==> config.mk <==
export PLATFORM = sky130hd
export DESIGN_NAME = tpd_top
export DESIGN_NICKNAME = d
export VERILOG_FILES = /design/src/logic/tpd_pkg.sv /design/src/logic/tpd_sync.sv /design/src/logic/tpd_top.sv
export SDC_FILE = /design/constraint.sdc
export NUM_CORES = 1
export LEC_CHECK = 0
export BUFFER_PORTS_ARGS = -buffer_cell sky130_fd_sc_hd__buf_4
export CORE_MARGIN = 1
export CORE_UTILIZATION = 48
export CTS_CLUSTER_SIZE = 25
export DETAILED_ROUTE_END_ITERATION = 10
export GPL_TIMING_DRIVEN = 0
export PLACE_DENSITY = 0.82
export SYNTH_ARGS = -nofsm -noshare
export SYNTH_HDL_FRONTEND = slang
export SYNTH_HIERARCHICAL = 1
export SYNTH_SLANG_ARGS = --single-unit
==> constraint.sdc <==
create_clock -name sys_clk -period 3.2 [get_ports sys_clk]
set_input_delay 0.48 -clock sys_clk [delete_from_list [all_inputs] [get_ports sys_clk]]
set_output_delay 0.48 -clock sys_clk [all_outputs]
set_load 0.02 [all_outputs]
==> src/logic/tpd_pkg.sv <==
// Summary of operation
// - status bits 31:6 and 4:2 read zero; bit 5 zero before version 3.5
// - from 3.5, status bit 5 mirrors os lock status bit 1
// - state-lost bit sets whenever core domain is powered down or reset
// - read while core down or in reset returns 1, bit unchanged
// - read while core up returns state-lost bit then clears it
// - memory-mapped read under software lock does not clear state-lost
// - state-lost bit has no influence on trace register access handling
// - status bit 0 reads 1 when trace registers are accessible
// - powered-up bit 0 means trace register accesses get error response
// - single power domain variant returns fixed 0x00000001
// - control bit 3 requests trace power; other control bits reserved
// - status register reached only via memory map or debugger
package tpd_pkg;
  localparam logic [1:0] TPD_SEL_NONE    = 2'h0;
  localparam logic [1:0] TPD_SEL_STATUS  = 2'h1;
  localparam logic [1:0] TPD_SEL_CONTROL = 2'h2;
  localparam int         TPD_STS_UP      = 0;
  localparam int         TPD_STS_LOST    = 1;
  localparam int         TPD_STS_OSLOCK  = 5;
  localparam int         TPD_CTL_PWRREQ  = 3;
  localparam int         TPD_OSLSR_LOCK  = 1;
  localparam logic [31:0] TPD_SINGLE_VAL = 32'h0000_0001;
  localparam logic [31:0] TPD_ZERO       = 32'h0000_0000;
  localparam logic        TPD_LOST_RST   = 1'b1;
  localparam logic        TPD_PWRREQ_RST = 1'b0;

  typedef struct packed {
    logic        rd;
    logic        wr;
    logic [1:0]  sel;
    logic        mmap;
    logic [31:0] wdata;
  } tpd_req_type;

  typedef struct packed {
    logic        core_up;
    logic        trace_up;
    logic        sw_locked;
    logic [31:0] oslsr;
  } tpd_env_type;
endpackage

==> src/logic/tpd_sync.sv <==
`timescale 1ns/1ns
module tpd_sync #(
  parameter int W = 1
) (
  input  wire logic         sys_clk,
  input  wire logic         rst_n,
  input  wire logic [W-1:0] d,
  output logic      [W-1:0] q
);
  logic [W-1:0] meta_reg;

  always_ff @(posedge sys_clk or negedge rst_n) begin
    if (!rst_n) begin
      meta_reg <= '0;
      q        <= '0;
    end else begin
      meta_reg <= d;
      q        <= meta_reg;
    end
  end
endmodule

==> src/logic/tpd_top.sv <==
`timescale 1ns/1ns
module tpd_top #(
  parameter bit V35         = 1'b1,
  parameter bit SINGLE_DOM  = 1'b0
) (
  input  wire logic                 sys_clk,
  input  wire logic                 rstn,
  input  wire tpd_pkg::tpd_req_type req,
  input  wire logic                 trace_acc,
  input  wire logic                 core_pwr_up,
  input  wire logic                 core_in_reset,
  input  wire logic                 trace_pwr_up,
  input  wire logic                 sw_locked,
  input  wire logic [31:0]          os_lock_status_reg,
  output logic [31:0]               rdata,
  output logic                      rvalid,
  output logic                      trace_err,
  output logic                      trace_ok,
  output logic                      trace_pwr_req
);
  //////////////////////////////////////////////////////////////////////////
  logic [1:0]  rst_sync_reg;
  logic        rst_n;
  logic [34:0] env_raw;
  logic [34:0] env_sync;
  tpd_pkg::tpd_env_type env;
  logic        core_ok;
  logic        lost_reg;
  logic        lost_next;
  logic [31:0] status_val;
  logic [31:0] rdata_next;

  always_ff @(posedge sys_clk or negedge rstn) begin
    if (!rstn) begin
      rst_sync_reg <= 2'b00;
    end else begin
      rst_sync_reg <= {rst_sync_reg[0], 1'b1};
    end
  end
  assign rst_n = rst_sync_reg[1];

  // power and lock inputs come from other domains
  assign env_raw = {core_pwr_up & ~core_in_reset, trace_pwr_up, sw_locked,
                    os_lock_status_reg};
  tpd_sync #(.W(35)) u_sync (
    .sys_clk (sys_clk),
    .rst_n   (rst_n),
    .d       (env_raw),
    .q       (env_sync)
  );
  assign env     = env_sync;
  assign core_ok = env.core_up;

  //////////////////////////////////////////////////////////////////////////
  function automatic logic is_sel(input tpd_pkg::tpd_req_type r,
                                  input logic [1:0] s);
    is_sel = (r.sel == s);
  endfunction

  always_comb begin
    lost_next = lost_reg;
    if (!core_ok) begin
      // set while down, read leaves it
      lost_next = 1'b1;
    end else if (req.rd && is_sel(req, tpd_pkg::TPD_SEL_STATUS)
                 && !(req.mmap && env.sw_locked)) begin
      // clear on read unless locked mmap
      lost_next = 1'b0;
    end
  end

  always_ff @(posedge sys_clk or negedge rst_n) begin
    if (!rst_n) begin
      lost_reg <= tpd_pkg::TPD_LOST_RST;
    end else begin
      lost_reg <= lost_next;
    end
  end

  always_comb begin
    status_val = tpd_pkg::TPD_ZERO;
    status_val[tpd_pkg::TPD_STS_UP]   = env.trace_up;
    // read in down state shows 1
    status_val[tpd_pkg::TPD_STS_LOST] = lost_reg | ~core_ok;
    status_val[tpd_pkg::TPD_STS_OSLOCK] =
      V35 & env.oslsr[tpd_pkg::TPD_OSLSR_LOCK];
    if (SINGLE_DOM) begin
      status_val = tpd_pkg::TPD_SINGLE_VAL;
    end
  end

  //////////////////////////////////////////////////////////////////////////
  // power request bit
  always_ff @(posedge sys_clk or negedge rst_n) begin
    if (!rst_n) begin
      trace_pwr_req <= tpd_pkg::TPD_PWRREQ_RST;
    end else if (req.wr && is_sel(req, tpd_pkg::TPD_SEL_CONTROL)) begin
      trace_pwr_req <= req.wdata[tpd_pkg::TPD_CTL_PWRREQ];
    end
  end

  always_comb begin
    rdata_next = tpd_pkg::TPD_ZERO;
    if (is_sel(req, tpd_pkg::TPD_SEL_STATUS)) begin
      rdata_next = status_val;
    end else if (is_sel(req, tpd_pkg::TPD_SEL_CONTROL)) begin
      rdata_next[tpd_pkg::TPD_CTL_PWRREQ] = trace_pwr_req;
    end
  end

  always_ff @(posedge sys_clk or negedge rst_n) begin
    if (!rst_n) begin
      rdata  <= tpd_pkg::TPD_ZERO;
      rvalid <= 1'b0;
    end else begin
      rvalid <= req.rd;
      rdata  <= req.rd ? rdata_next : tpd_pkg::TPD_ZERO;
    end
  end

  // error depends on power bit only
  always_ff @(posedge sys_clk or negedge rst_n) begin
    if (!rst_n) begin
      trace_err <= 1'b0;
      trace_ok  <= 1'b0;
    end else begin
      trace_err <= trace_acc & ~status_val[tpd_pkg::TPD_STS_UP];
      trace_ok  <= trace_acc & status_val[tpd_pkg::TPD_STS_UP];
    end
  end
endmodule

==> results of run 1 <==
## cell usage in the layout (no fill, tap or decap), types with 2 or more instances in the layout
| cell type | instances |
|---|---|
| and2_1 | 3 |
| buf_4 | 49 |
| clkbuf_4 | 3 |
| conb_1 | 29 |
| dfrtp_1 | 18 |
| nor2b_1 | 2 |
## final cells by class
cell class,count,area share (%)
repair buffers,22,15.11
inverters,1,0.3382
well taps,16,1.804
multi-input cells,41,18.38
clock inverters,1,0.4510
flip-flops and latches,19,42.95
clock buffers,3,2.029
plain buffers,28,18.94
## metal layers
layer  wire length [um]  share of wire (%)
met5                  0                  0
met4                  5               0.41
met3                 75                6.1
met2                745                 61
met1                403                 33
## through the flow
step / hold WS, ns / power (uW) / instances / utilization (%)
2_1_floorplan: 0.1844 / 334.8 / 89 / -
6_report: 0.2707 / 475.5 / 131 / 72.82
5_1_grt: 0.2674 / 496.6 / 131 / 72.82
3_3_place_gp: 0.2633 / 358.8 / 126 / 70.36
4_1_cts: 0.2768 / 478.5 / 131 / 72.82
3_5_place_dp: 0.2647 / 360.7 / 126 / 70.36
## worst max-delay path by stage
stage,end,slack (ns),cells after the start
detailed placement,trace_pwr_req,2.02,3
global route,trace_pwr_req,1.83,1
finish,trace_pwr_req,1.86,1
CTS,trace_pwr_req,1.85,1
global placement,trace_pwr_req,2.03,3
floorplan,trace_pwr_req,2.15,2
## where the power goes
group	total, uW	leakage [uW]	internal (uW)	switching [uW]
logic	97.3	0.000405	47.2	50.1
clock network	117	0.0000177	46.5	71.0
registers	261	0.000233	253	8.27
==> flow_summary.ini, run 1 <==
[outcome]
status = completed

[routing]
vias = 490
postRouteAntennaNets = 0
wl_um = 1230
detail_route.vias_per_cell = 3.740
route.detailed.drc = 0
drtIter0Drc = 0
wire_per_inst_um = 9.389
dr.pass1.iters = 1

[floorplanning]
rows = 14
die_h_um = 42.65
start_util_pct = 52.05
die_area_um2 = 1819
core_area_um2 = 1524
die_width_um = 42.65
num_io_pins = 112

[timing]
worstMarginPinSlew_ns = 0.6465
fmax_ghz = 0.7480
setup_slack_ns = 1.863
finalCriticalPeriod_ns = 1.337
finalSetupViolCount = 0
tns_ns = 0
slew_headroom_pct = 56.90
timing_hold_violations_final = 0
fin_skew_ns = 0.002927
rsz0062_at_grt = false
timing.final.crit_share_pct = 41.78
maxSlewViolCount = 0

[cells_and_area]
area_growth_pct = 39.90
drive_above_1_share_pct = 49.57
design_area_um2 = 1110
diodes = 0
seq_area_um2 = 476.7
final_nets = 192
multi_input_comb_area_um2 = 203.9
fillers = 119

[critical_path]
rr_startpoint = lost_reg
crit_fanout = 3
rrSetupSlack_ns = 2.37
cp-start-kind = flop
crit_buf_inv = 1
cp.required_ns = 2.72
max_stage_delay_ns = 0.40
worstSetupPathType = flop to output pin
reg2reg_depth = 2
r2r_end = lost_reg
cp_cell_sequence = buf_4
crit_family = flip-flops
cp-end-kind = output pin
cp_slowest_cell = dfrtp_1
crit_start = trace_pwr_req
crit_arrival_ns = 0.86

[placed_design]
post-dp-hpwl_um = 1011
place_area_um2 = 1072
place_worst_setup_slack_ns = 2.018
gp_congestion = 0.6534
io_buffers = 21

[clock_tree]
clock_latency_ns = 0.29
cts-root-buf = clkbuf_4
clock_path_buffers = 2
clkTransAtPathRegs_ns = 0.10
tritoncts = built
cts_sinks = 19
cts_resized = 0
cts_setup_buffers = 0
cts_hold_buf = 1
numCtsBuffers = 3
htree_levels = 1

[grt]
grt_usage_pct = 14.87
grt_first_pass_wirelength_um = 1925
antenna_found_initial = 0
gr-usage-met2_pct = 28.48
gr-usage-met1_pct = 13.79
grt_overflow = 0
grt_util_met3_pct = 4.255
grt_busiest_layer = met2
grt_max_degree = 18
grt_pass1_vias = 464

[power]
ir_drop_uv = 345.8
p_per_area_nw_per_um2 = 428.5
leakage_uw = 0.0006559

[yosys]
syn_inst = 62
yosys_warnings = 6
netlist_area_um2 = 793.3
syn_area_per_cell_um2 = 12.79

[min_path]
hold_class = flop to asynchronous set/reset pin

[flow_run]
max_cap_viol_count = 0
(Power assumes the default switching activity.)
==> run 2: changes to the inputs <==
--- a/config.mk
+++ b/config.mk
@@ -5,13 +5,14 @@
 export SDC_FILE = /design/constraint.sdc
 export NUM_CORES = 1
 export LEC_CHECK = 0
+export ABC_AREA = 1
 export BUFFER_PORTS_ARGS = -buffer_cell sky130_fd_sc_hd__buf_4
 export CORE_MARGIN = 1
-export CORE_UTILIZATION = 48
+export CORE_UTILIZATION = 43
 export CTS_CLUSTER_SIZE = 25
 export DETAILED_ROUTE_END_ITERATION = 10
 export GPL_TIMING_DRIVEN = 0
-export PLACE_DENSITY = 0.82
+export PLACE_DENSITY = 0.78
 export SYNTH_ARGS = -nofsm -noshare
 export SYNTH_HDL_FRONTEND = slang
 export SYNTH_HIERARCHICAL = 1
==> constraint.sdc (replaced) <==
create_clock -name sys_clk -period 1.1 [get_ports sys_clk]
set_input_delay 0.165 -clock sys_clk [delete_from_list [all_inputs] [get_ports sys_clk]]
set_output_delay 0.165 -clock sys_clk [all_outputs]
set_load 0.02 [all_outputs]
==> run 2 against run 1 <==
Hold slack worse by 0.20 ns. Register-to-register slack worse by 2.0 ns. Via count is 6.9% higher. Cell area is 6.8% higher. Sequential cell count stayed put. Clock power grew to 2.8 times the previous value.
==> flow_summary.ini, run 2 <==
[clock_tree]
clkTransAtPathRegs_ns = 0.10
clock_path_buffers = 2
tritoncts = built
cts-root-buf = clkbuf_4
htree_levels = 1
cts_resized = 0
cts_sinks = 19
cts_hold_buf = 4
numCtsBuffers = 3
cts_setup_buffers = 0
clock_latency_ns = 0.28

[power]
p_per_area_nw_per_um2 = 1165
ir_drop_uv = 976.2
leakage_uw = 0.0007053

[routing]
dr.pass1.iters = 2
drtIter0Drc = 7
detail_route.vias_per_cell = 3.338
wl_um = 1184
postRouteAntennaNets = 0
vias = 524
route.detailed.drc = 0
wire_per_inst_um = 7.541

[critical_path]
crit_buf_inv = 1
cp_slowest_cell = dfrtp_1
crit_fanout = 3
crit_arrival_ns = 0.85
cp-start-kind = flop
max_stage_delay_ns = 0.40
cp-end-kind = output pin
crit_family = flip-flops
worstSetupPathType = flop to output pin
cp_cell_sequence = buf_4
cp.required_ns = 0.94

[placed_design]
place_inst = 147
post-dp-hpwl_um = 927.5
place_worst_setup_slack_ns = 0.3756
gp_congestion = 0.7922
io_buffers = 21
place_area_um2 = 1097

[cells_and_area]
design_area_um2 = 1185
layout_commonest_cell = buf_4
final_nets = 209
most-common-layout-cells = buf_4 (49), conb_1 (29), dfrtp_1 (18), inv_1 (7), nor2_1 (7)
finalNonFillerCells = 157
diodes = 0
drive_above_1_share_pct = 43.18
area_growth_pct = 46.82

[floorplanning]
die_h_um = 45.32
die_area_um2 = 2054
die_width_um = 45.32
core_area_um2 = 1745
start_util_pct = 46.24
num_io_pins = 112
rows = 15

[timing]
fmax_ghz = 0.9841
maxSlewViolCount = 0
setup_slack_ns = 0.08380
slew_headroom_pct = 56.39
worstMarginPinSlew_ns = 0.6542
timing_hold_violations_final = 0
fin_skew_ns = 0.002712
finalSetupViolCount = 0
finalCriticalPeriod_ns = 1.016
rsz0062_at_grt = false
timing.final.crit_share_pct = 92.38
tns_ns = 0

[yosys]
yosys_warnings = 6
syn_inst = 74
netlist_area_um2 = 807.0
syn_area_per_cell_um2 = 10.91

[grt]
grt_overflow = 0
grt_first_pass_wirelength_um = 1697
grt_max_degree = 18
grt_pass1_vias = 403
grt_usage_pct = 12.26
antenna_found_initial = 0

[min_path]
hold_class = input pin to flop

[outcome]
status = completed

[flow_run]
max_cap_viol_count = 0
## run 2: per-stage QoR
stage | util (%) | total power [uW] | hold WS (ns)
2_1_floorplan | - | 968.4 | -0.1306
3_3_place_gp | 62.87 | 1040 | -0.05197
3_5_place_dp | 62.87 | 1043 | -0.04857
4_1_cts | 66.74 | 1385 | 0.004615
5_1_grt | 67.89 | 1456 | 0.06608
6_report | 67.89 | 1381 | 0.06806
## run 2: worst paths after layout
check / start / end / slack [ns] / cells past startpoint
min in group asynchronous: rstn / rst_sync_reg[1] / 0.18 / 2
hold / removal: trace_acc / trace_ok / 0.07 / 3
hold reg to reg: rst_sync_reg[1] / rdata[3] / 0.27 / 0
setup / recovery: trace_pwr_req / trace_pwr_req / 0.08 / 1
setup reg to reg: lost_reg / lost_reg / 0.36 / 2
max in group asynchronous: rst_sync_reg[1] / u_sync/q[34] / 0.41 / 0
## run 2: area by class of cell
type                       count  area, um^2
timing repair buffer          27       217.7
sequential                    19       476.7
multi-input combinational     47       195.2
tap                           25       31.28
fill                         139       560.5
clock inverter                 1       5.005
buffer                        28       210.2
clock buffer                   3       22.52
inverter                       7       26.28
## run 2: worst reg2reg max path, cell delays in order, from the launching register on
cell	delay [ns]
dfstp_2	0.53
nor2_1	0.05
nor2_1	0.10
## run 2: per-layer routing
layer | global-route usage (%) | wire length, um
met5 | 0 | 0
met2 | 19.71 | 594
met3 | 8.000 | 139
met1 | 13.16 | 443
met4 | 3.636 | 7
## run 2: where the power goes
part	total [uW]	internal [uW]	switching [uW]
combinational	293	139	154
clock	331	135	196
sequential	757	733	23.2
total	1380	1010	373
